$ cat config.mk
export PLATFORM = sky130hd
export DESIGN_NAME = tlip_top
export DESIGN_NICKNAME = d
export VERILOG_FILES = /design/src/shared/tlip_pkg.sv /design/src/hw/tlip_top.sv /design/src/hw/tlip_flag_bank.sv
export SDC_FILE = /design/constraint.sdc
export NUM_CORES = 1
export LEC_CHECK = 0
export ABC_AREA = 1
export BUFFER_PORTS_ARGS = -buffer_cell sky130_fd_sc_hd__buf_2
export CORE_ASPECT_RATIO = 0.75
export CORE_MARGIN = 3
export CORE_UTILIZATION = 47
export CTS_CLUSTER_DIAMETER = 40
export CTS_CLUSTER_SIZE = 40
export DETAILED_ROUTE_END_ITERATION = 8
export PLACE_DENSITY = 0.75
export SETUP_SLACK_MARGIN = 0.3
export SYNTH_ARGS = -nofsm -noshare
export SYNTH_HDL_FRONTEND = slang
export SYNTH_HIERARCHICAL = 1
export SYNTH_SLANG_ARGS = --single-unit
$ cat constraint.sdc
create_clock -name pclk -period 1.9 [get_ports pclk]
set_input_delay 0.19 -clock pclk [delete_from_list [all_inputs] [get_ports pclk]]
set_output_delay 0.19 -clock pclk [all_outputs]
set_load 0.02 [all_outputs]
$ cat src/shared/tlip_pkg.sv
package tlip_pkg;

  // ****************************************************************
  // Register byte addresses
  // ****************************************************************
  localparam logic [31:0] TLIP_ADDR_PEND_SET   = 32'hE000_E200;
  localparam logic [31:0] TLIP_ADDR_PEND_CLR   = 32'hE000_E280;
  localparam logic [31:0] TLIP_ADDR_ACTIVE     = 32'hE000_E300;
  localparam logic [31:0] TLIP_ADDR_MISSED     = 32'h4000_A820;
  localparam logic [31:0] TLIP_ADDR_IRQ_STATUS = 32'hE000_E380;
  localparam logic [31:0] TLIP_ADDR_IRQ_CLEAR  = 32'hE000_E384;
  localparam logic [31:0] TLIP_ADDR_IRQ_ENABLE = 32'hE000_E388;

  // ****************************************************************
  // Reset values and widths
  // ****************************************************************
  localparam logic [31:0] TLIP_RST_ZERO = 32'h0000_0000;
  localparam int          TLIP_NUM_SRC  = 17;
  localparam int          TLIP_IDX_W    = 5;
  localparam int          TLIP_DATA_W   = 32;

  // ****************************************************************
  // Source bit positions, shared by every per-source register
  // ****************************************************************
  localparam int general_timer_one_src = 0;
  localparam int general_timer_two_src = 1;
  localparam int management_src        = 2;
  localparam int baseband_src          = 3;
  localparam int sleep_timer_src       = 4;
  localparam int serial_ctrl_one_src   = 5;
  localparam int serial_ctrl_two_src   = 6;
  localparam int security_src          = 7;
  localparam int mac_timer_src         = 8;
  localparam int mac_transmit_src      = 9;
  localparam int mac_receive_src       = 10;
  localparam int converter_src         = 11;
  localparam int ext_line_a_src        = 12;
  localparam int ext_line_b_src        = 13;
  localparam int ext_line_c_src        = 14;
  localparam int ext_line_d_src        = 15;
  localparam int debug_src             = 16;

  // Missed-flag field spans bits 15 down to 2
  localparam logic [31:0] TLIP_MISSED_MASK = 32'h0000_FFFC;

endpackage : tlip_pkg

$ cat src/hw/tlip_top.sv
// Local design decision: register access over APB.
`timescale 1ns/10ps

// Summary of operation
// - Writing one to pending-set marks source pending
// - Writing one to pending-clear removes pending state, unless a source event arrives in the same cycle
// - Active register is read-only, shows serviced sources
// - Missed flags at bits 15..2; 1..0 zero
// - Same bit position per source in every register

module tlip_top
  import tlip_pkg::*;
#(
  parameter int SRC_W = TLIP_NUM_SRC
) (
  input  wire logic                   pclk,
  input  wire logic                   presetn,
  input  wire logic [31:0]            paddr,
  input  wire logic                   psel,
  input  wire logic                   penable,
  input  wire logic                   pwrite,
  input  wire logic [31:0]            pwdata,
  output logic      [31:0]            prdata,
  output logic                        pready,
  output logic                        pslverr,
  input  wire logic [SRC_W-1:0]       src_event,
  input  wire logic                   ack_valid,
  input  wire logic [TLIP_IDX_W-1:0]  ack_index,
  input  wire logic                   done_valid,
  input  wire logic [TLIP_IDX_W-1:0]  done_index,
  output logic      [SRC_W-1:0]       pending_out,
  output logic      [SRC_W-1:0]       active_out,
  output logic                        irq
);

  // ****************************************************************
  // Elaboration check
  // ****************************************************************
  if (SRC_W < TLIP_NUM_SRC || SRC_W >= TLIP_DATA_W) begin : g_bad_width
    $error("tlip_top: SRC_W must cover all sources and stay below 32");
  end

  // ****************************************************************
  // Helpers
  // ****************************************************************

  // One-hot vector from a source index; out-of-range gives zero
  function automatic logic [SRC_W-1:0] tlip_onehot(input logic [TLIP_IDX_W-1:0] idx);
    logic [SRC_W-1:0] r;
    r = '0;
    if (int'(idx) < SRC_W) begin
      r[idx] = 1'b1;
    end
    return r;
  endfunction : tlip_onehot

  // Zero-extend a source vector to the bus width
  function automatic logic [31:0] tlip_widen(input logic [SRC_W-1:0] v);
    return {{(TLIP_DATA_W - SRC_W){1'b0}}, v};
  endfunction : tlip_widen

  // ****************************************************************
  // State
  // ****************************************************************
  logic [SRC_W-1:0] pending_q;
  logic [SRC_W-1:0] missed_q;
  logic [SRC_W-1:0] status_q;
  logic [SRC_W-1:0] active_q;
  logic [SRC_W-1:0] active_d;
  logic [SRC_W-1:0] irq_en_q;
  logic [SRC_W-1:0] irq_en_d;
  logic [31:0]      prdata_q;
  logic [31:0]      prdata_d;
  logic             pready_q;
  logic             pslverr_q;
  logic             pslverr_d;
  logic             irq_q;
  logic [SRC_W-1:0] pending_o_q;
  logic [SRC_W-1:0] active_o_q;

  // ****************************************************************
  // APB decode
  // ****************************************************************
  logic             setup_phase;
  logic             access_done;
  logic             wr_done;
  logic             hit_pset;
  logic             hit_pclr;
  logic             hit_active;
  logic             hit_missed;
  logic             hit_status;
  logic             hit_clear;
  logic             hit_enable;
  logic             hit_any;
  logic             wr_pset;
  logic             wr_pclr;
  logic             wr_missed;
  logic             wr_clear;
  logic             wr_enable;
  logic [SRC_W-1:0] wbits;

  // Phase and address decoding
  assign setup_phase = psel & ~penable;
  assign access_done = psel & penable & pready_q;
  assign wr_done     = access_done & pwrite;
  assign hit_pset    = (paddr == TLIP_ADDR_PEND_SET);
  assign hit_pclr    = (paddr == TLIP_ADDR_PEND_CLR);
  assign hit_active  = (paddr == TLIP_ADDR_ACTIVE);
  assign hit_missed  = (paddr == TLIP_ADDR_MISSED);
  assign hit_status  = (paddr == TLIP_ADDR_IRQ_STATUS);
  assign hit_clear   = (paddr == TLIP_ADDR_IRQ_CLEAR);
  assign hit_enable  = (paddr == TLIP_ADDR_IRQ_ENABLE);
  assign hit_any     = hit_pset | hit_pclr | hit_active | hit_missed
                     | hit_status | hit_clear | hit_enable;

  // Write strobes; only low source bits are kept
  assign wbits     = pwdata[SRC_W-1:0];
  assign wr_pset   = wr_done & hit_pset;
  assign wr_pclr   = wr_done & hit_pclr;
  assign wr_missed = wr_done & hit_missed;
  assign wr_clear  = wr_done & hit_clear;
  assign wr_enable = wr_done & hit_enable;

  // ****************************************************************
  // Source events and core handshake
  // ****************************************************************
  logic [SRC_W-1:0] ack_vec;
  logic [SRC_W-1:0] done_vec;
  logic [SRC_W-1:0] miss_mask;
  logic [SRC_W-1:0] pend_set_vec;
  logic [SRC_W-1:0] pend_clr_vec;
  logic [SRC_W-1:0] miss_set_vec;
  logic [SRC_W-1:0] miss_clr_vec;
  logic [SRC_W-1:0] stat_set_vec;
  logic [SRC_W-1:0] stat_clr_vec;

  // Handshake one-hots
  assign ack_vec  = ack_valid  ? tlip_onehot(ack_index)  : '0;
  assign done_vec = done_valid ? tlip_onehot(done_index) : '0;

  // General timers and debug keep no missed flag
  assign miss_mask = TLIP_MISSED_MASK[SRC_W-1:0]
                   & ~tlip_onehot(TLIP_IDX_W'(general_timer_one_src))
                   & ~tlip_onehot(TLIP_IDX_W'(general_timer_two_src))
                   & ~tlip_onehot(TLIP_IDX_W'(debug_src));

  // Pending: hardware event or software write pends
  assign pend_set_vec = src_event | (wr_pset ? wbits : '0);
  // Pending removed by software clear or by core acceptance
  assign pend_clr_vec = (wr_pclr ? wbits : '0) | ack_vec;

  // Missed: event lands on an already pending source
  assign miss_set_vec = src_event & pending_q & miss_mask;
  assign miss_clr_vec = wr_missed ? (wbits & miss_mask) : '0;

  // Interrupt status: a source newly pended by hardware
  assign stat_set_vec = src_event & ~pending_q;
  assign stat_clr_vec = wr_clear ? wbits : '0;

  // Active set on acceptance, cleared on completion, never by writes
  assign active_d = ack_vec | (active_q & ~done_vec);

  // Enable register write
  assign irq_en_d = wr_enable ? wbits : irq_en_q;

  // ****************************************************************
  // Flag banks
  // ****************************************************************
  tlip_flag_bank #(.W(SRC_W)) u_pending (
    .pclk    (pclk),
    .presetn (presetn),
    .set_vec (pend_set_vec),
    .clr_vec (pend_clr_vec),
    .flag_q  (pending_q)
  );

  tlip_flag_bank #(.W(SRC_W)) u_missed (
    .pclk    (pclk),
    .presetn (presetn),
    .set_vec (miss_set_vec),
    .clr_vec (miss_clr_vec),
    .flag_q  (missed_q)
  );

  tlip_flag_bank #(.W(SRC_W)) u_status (
    .pclk    (pclk),
    .presetn (presetn),
    .set_vec (stat_set_vec),
    .clr_vec (stat_clr_vec),
    .flag_q  (status_q)
  );

  // ****************************************************************
  // Read path
  // ****************************************************************

  // Read mux; pending registers both show pending state
  assign prdata_d = (hit_pset | hit_pclr) ? tlip_widen(pending_q)
                  : hit_active            ? tlip_widen(active_q)
                  : hit_missed            ? tlip_widen(missed_q & miss_mask)
                  : hit_status            ? tlip_widen(status_q)
                  : hit_enable            ? tlip_widen(irq_en_q)
                  : TLIP_RST_ZERO;
  assign pslverr_d = ~hit_any;

  // ****************************************************************
  // Registers
  // ****************************************************************

  // Active and enable storage
  always_ff @(posedge pclk or negedge presetn) begin
    if (!presetn) begin
      active_q <= TLIP_RST_ZERO[SRC_W-1:0];
      irq_en_q <= TLIP_RST_ZERO[SRC_W-1:0];
    end else begin
      active_q <= active_d;
      irq_en_q <= irq_en_d;
    end
  end

  // APB answer: ready in the cycle after setup
  always_ff @(posedge pclk or negedge presetn) begin
    if (!presetn) begin
      pready_q  <= 1'b0;
      pslverr_q <= 1'b0;
      prdata_q  <= TLIP_RST_ZERO;
    end else begin
      pready_q  <= setup_phase;
      pslverr_q <= setup_phase & pslverr_d;
      prdata_q  <= (setup_phase & ~pwrite) ? prdata_d : TLIP_RST_ZERO;
    end
  end

  // Registered side outputs
  always_ff @(posedge pclk or negedge presetn) begin
    if (!presetn) begin
      irq_q       <= 1'b0;
      pending_o_q <= TLIP_RST_ZERO[SRC_W-1:0];
      active_o_q  <= TLIP_RST_ZERO[SRC_W-1:0];
    end else begin
      irq_q       <= |(status_q & irq_en_q);
      pending_o_q <= pending_q;
      active_o_q  <= active_q;
    end
  end

  assign prdata      = prdata_q;
  assign pready      = pready_q;
  assign pslverr     = pslverr_q;
  assign irq         = irq_q;
  assign pending_out = pending_o_q;
  assign active_out  = active_o_q;
endmodule : tlip_top

$ cat src/hw/tlip_flag_bank.sv
`timescale 1ns/10ps

// ****************************************************************
// Bank of sticky flags; a set in the same cycle as a clear wins
// ****************************************************************
module tlip_flag_bank
  import tlip_pkg::*;
#(
  parameter int W = TLIP_NUM_SRC
) (
  input  wire logic         pclk,
  input  wire logic         presetn,
  input  wire logic [W-1:0] set_vec,
  input  wire logic [W-1:0] clr_vec,
  output logic      [W-1:0] flag_q
);

  logic [W-1:0] flag_d;

  // Set has priority over clear
  assign flag_d = set_vec | (flag_q & ~clr_vec);

  // Flag storage
  always_ff @(posedge pclk or negedge presetn) begin
    if (!presetn) begin
      flag_q <= TLIP_RST_ZERO[W-1:0];
    end else begin
      flag_q <= flag_d;
    end
  end

endmodule : tlip_flag_bank

==> run metrics, run 1 <==
Synth Warn #=6; Worst Setup Path Type=in -> reg; R2R Path End=u_pending/flag_q[1]; antenna-violating nets left=0; hold path startpoint=psel; syn avg cell area=7.50 um2; Clk Latency, worst-skew pair=0.41 ns; Slew headroom=64.4%; H-tree depth=4; status=finished, final reports clean; skew final=0.00477 ns; first-pass detailed-route iteration total=5; RSZ-0062 raised after global routing=false; Setup TNS Final=0 ns; CP Cell Sequence=dlygate4sd3_1 -> buf_2 -> nand3_1 -> nor2_1 -> buf_4 -> nand3_2 -> buf_12 -> o21ai_1 -> inv_1 -> nand2_1 -> nand2_1; most common cell after layout, fill and taps aside=nand2_1; most frequent cells in the layout=nand2_1 (294), inv_1 (187), dfrtp_1 (136); # nets final=1197; Detailed Place HPWL=14000 um; Worst Hold Class=in -> reg; Core Box Area=14100 um2; CP Buf/Inv Count=5; Leak Pwr=4.61 nW; Num Clock Sinks=136; Worst-path clk slew=0.06 ns; r2r setup slk=0.50 ns; IO Count=167; WP data required=2.20 ns; critical path peak fanout=17; Overflow after GRT=0; initial core utilization=49.6%; worst hold stages=3; synthesis-to-finish area growth=23.8%; Crit path arrival time=1.76 ns; CP peak stage delay=0.52 ns; Worst VDD drop=0.612 mV; diode count=0; Synth Instances=934; startpoint types=input pin; P per Cell Area=865 nW/um2; worst hold margin=0.0471 ns; Most common cell on crit path=nand2_1; pre-CTS WS=0.151 ns; number of global-route vias before repair=5814; post-route setup slack=0.436 ns; placed cell areas=8020 um2; Setup Buffers After CTS=0; FF+latch area=3400 um2; area of the multi-input gates=2700 um2; endpoints failing hold=0; WL/cell=14.8 um; die area=16400 um2; setup violators final=0; CP Capture Type=flip-flop; measured slew at the worst slew-check pin=0.530 ns; fin crit share=77.0%; clock buffer count from CTS=17; slowest stage cell, crit path=dlygate4sd3_1; cell row count=37; clock root buffer=clkbuf_16; Port Buf Inserts=136; max-slew violations=0; initial DRC count=641; pin count of the biggest net entering global routing=56; Max Root-Sink Buffers=2; reg2reg start=pready; layout cell share with drive strength beyond 1=21.7%; total routed wirelength=19400 um; DR vias/cell=4.89; Crit path max-delay family=buffers and inverters; first-pass GRT wire length=30600 um; Post-Synthesis Cell Area=7000 um2; fillcell total=1251; DR DRC count=0; min Tclk post-route=1.46 ns; cell area after layout=8670 um2; GRT Total Usage=23.7%; Die Wd=147 um; Total Power=7.50 mW; Worst Hold Path EP=pready; max_cap viols=0; R2R cell count=9; Die Ht=112 um; via count=6387; fmax=683 MHz; initial antenna violation count=0; CTS tree=built; RePlAce Congestion=0.956
worst max path at each step:
stage,start,slack [ns],depth (start not counted),end
finish,penable,0.44,11,u_pending/flag_q[1]
global route,penable,0.31,11,u_status/flag_q[7]
CTS,penable,0.35,11,u_pending/flag_q[1]
detailed placement,paddr[23],0.15,12,prdata[14]
global placement,paddr[1],0.18,11,prdata[14]
floorplan,pready,0.32,8,u_pending/flag_q[15]
metrics by stage:
stage | std cells | util, %
after detailed placement | 1273 | 56.8
after floorplan | 948 | -
after CTS | 1307 | 61.4
after global routing | 1307 | 61.4
final | 1307 | 61.4
after global placement | 1273 | 56.8
cell type report:
class | count | area share, %
multi-input cells | 586 | 31.1
clock buffers | 18 | 4.95
clock inverters | 14 | 2.29
well taps | 195 | 2.81
inverters | 192 | 8.31
flip-flops and latches | 136 | 39.2
repair buffers | 166 | 11.3
what timing repair did:
action | CTS | global route
hold endpoints to repair | 53 | 0
hold buffers | 2 | 0
gates resized for setup | 0 | 3
setup endpoints to repair | 0 | 4
per-layer routing:
metal,vias to the layer above,share of wire (%),track usage (%),wire length (um)
li1,3120,-,-,-
met5,-,0,0,0
met4,0,1.1,5.03,210
met1,2953,45,35.3,8660
met3,18,10,5.57,2030
met2,296,44,35.7,8460
flip-flops by register name (all words and copies together) (netlist names):
name	flops
u_missed/flag_q	14
active_out	17
u_status/flag_q	17
pending_out	17
pslverr	1
prdata	17
u_pending/flag_q	17
active_q	17
pready	1
irq	1
irq_en_q	17
tightest hold or removal path, delay by kind of cell:
kind                   cells  cell delay (ns)
AND/OR/NAND/NOR            1             0.07
buffers and inverters      2             0.14
report_power, final:
part           internal (mW)  leakage [nW]  switching [mW]  total [mW]
sequential              3.11          1.53           0.174        3.29
combinational          0.229          2.78           0.471       0.700
clock                   2.21         0.305            1.30        3.51
Note: power is estimated with default switching activity, not from simulation.
==> run 2: changes to the inputs <==
==> constraint.sdc (replaced) <==
create_clock -name pclk -period 1.5 [get_ports pclk]
set_input_delay 0.15 -clock pclk [delete_from_list [all_inputs] [get_ports pclk]]
set_output_delay 0.15 -clock pclk [all_outputs]
set_load 0.02 [all_outputs]
==> run metrics, run 2 (synthesis results as in run 1) <==
status=finished, final reports clean; synthesis-to-finish area growth=40.3%; measured slew at the worst slew-check pin=0.523 ns (-0.00636 ns); min Tclk post-route=1.49 ns; fin crit share=99.6%; startpoint types=flip-flop; P per Cell Area=1010 nW/um2 (+16%); Crit path arrival time=1.79 ns (+0.03 ns); most common cell after layout, fill and taps aside=nand2_1; layout cell share with drive strength beyond 1=34.0% (+12 points); hold path startpoint=src_event[9]; Slew headroom=64.9% (+0.43 points); final core occ=69.6% (+8.2 points); DR DRC count=0 (unchanged); WL/cell=16.6 um (+12%); CTS tree=built; reg2reg start=pready; max_cap viols=0 (unchanged); # nets final=1229 (+2.7%); pin count of the biggest net entering global routing=50 (-11%); Worst Setup Path Type=reg -> reg; Worst VDD drop=0.852 mV (+39%); number of global-route vias before repair=6197 (+6.6%); Crit. Startpoint=pready; via count=6773 (+6.0%); Port Buf Inserts=136 (unchanged); Leak Pwr=5.12 nW (+11%); Die Wd=147 um (unchanged); diode count=0 (unchanged); cell row count=37 (unchanged); Overflow after GRT=0 (unchanged); Num Clock Sinks=136 (unchanged); Worst Hold Class=in -> reg; IO Count=167 (unchanged); clock root buffer=clkbuf_16; WP data required=1.79 ns (-0.41 ns); first-pass detailed-route iteration total=7 (+2); initial core utilization=49.6% (unchanged); first-pass GRT wire length=32100 um (+4.9%); clock buffer count from CTS=17 (unchanged); skew final=0.00758 ns (+0.00281 ns); fmax=669 MHz; Core Box Area=14100 um2 (unchanged); Clk Latency, worst-skew pair=0.42 ns (about the same); die area=16400 um2 (unchanged); antenna-violating nets left=0 (unchanged); DR vias/cell=5.06 (+3.5%); Die Ht=112 um (unchanged); initial antenna violation count=0 (unchanged); Max Root-Sink Buffers=2 (unchanged); Detailed Place HPWL=14300 um (+1.8%); RSZ-0062 raised after global routing=true; GRT Total Usage=24.9% (+1.1 points); H-tree depth=4 (unchanged); most frequent cells in the layout=nand2_1 (248), inv_1 (176), dfrtp_1 (135); critical path peak fanout=5 (-12); Worst-path clk slew=0.06 ns (about the same); endpoints failing hold=0 (unchanged); CP Capture Type=flip-flop; RePlAce Congestion=0.933 (-2.4%); Setup TNS Final=0 ns (unchanged); max-slew violations=0 (unchanged); total routed wirelength=22300 um (+15%); initial DRC count=597 (-6.9%); setup violators final=0 (unchanged)
-- run 2: changes by cell type in the layout (fill, tap and decap cells not counted), moves of 12 or more --
cell     delta
nand3_1    -13
nand2_2    +31
nor2_1     -29
nor2_4     +23
nand2_1    -46
nand3_2    +12
o21ai_0    -22
buf_6      +22
o21ai_1    +12
nand2_4    +12
-- run 2: power by group --
part / switching (mW) / internal, mW / total (mW)
combinational: 0.666 / 0.342 / 1.01
clock: 1.67 / 3.02 / 4.69
sequential: 0.246 / 3.94 / 4.19
total: 2.59 / 7.30 / 9.89
-- run 2: area by class of cell --
| class | count | area [um2] |
|---|---|---|
| clock inverter | 13 | 216 |
| inverter | 192 | 741 |
| tap | 195 | 244 |
| sequential | 136 | 3400 |
| timing repair buffer | 196 | 1490 |
| fill | 1071 | 4300 |
| multi-input combinational | 588 | 3280 |
| clock buffer | 19 | 443 |
-- run 2: critical path, stage by stage, from the launching register on --
cell	delay, ns
dfrtp_2	0.37
nand3_2	0.08
nor2_4	0.22
buf_6	0.17
nand3_4	0.17
nor2_1	0.14
inv_1	0.05
nand2_1	0.08
nand2_1	0.08
-- run 2: final timing paths --
kind | slack [ns] | to | cells past startpoint
hold reg to reg | 0.40 | active_out[13] | 0
setup / recovery | 0.005 | u_status/flag_q[10] | 8
max in group asynchronous | 0.81 | active_q[11] | 3
setup reg to reg | 0.005 | u_status/flag_q[10] | 8
min in group asynchronous | 0.10 | active_out[16] | 2
hold / removal | 0.001 | u_missed/flag_q[9] | 5
-- run 2: stage by stage --
step	cells	hold WS (ns)	instance area, um2	worst slack, ns	total power, mW
after global placement	1287	-0.0319	8260	-0.157	5.08
final	1339	0.00137	9820	0.00529	9.89
after detailed placement	1287	-0.0333	8260	-0.187	5.11
after CTS	1327	0.00156	9080	0.124	9.79
after floorplan	948	-0.146	7190	0.0981	4.64
after global routing	1339	0.0299	9820	-0.0389	10.2
-- run 2: per-layer routing --
metal	global-route usage, %	vias to the layer above	routed length [um]
met1	35.9	3160	9090
li1	-	3185	-
met2	37.5	366	9970
met5	0	-	0
met3	6.71	62	2570
met4	6.46	0	659
-- run 2: what timing repair did --
action	in CTS	in global routing
buffers inserted	4	10
cloned	2	2
hold endpoints to repair	137	0
hold buffers	2	0
pin swaps	4	71
setup endpoints to repair	66	84
resized for setup	25	161
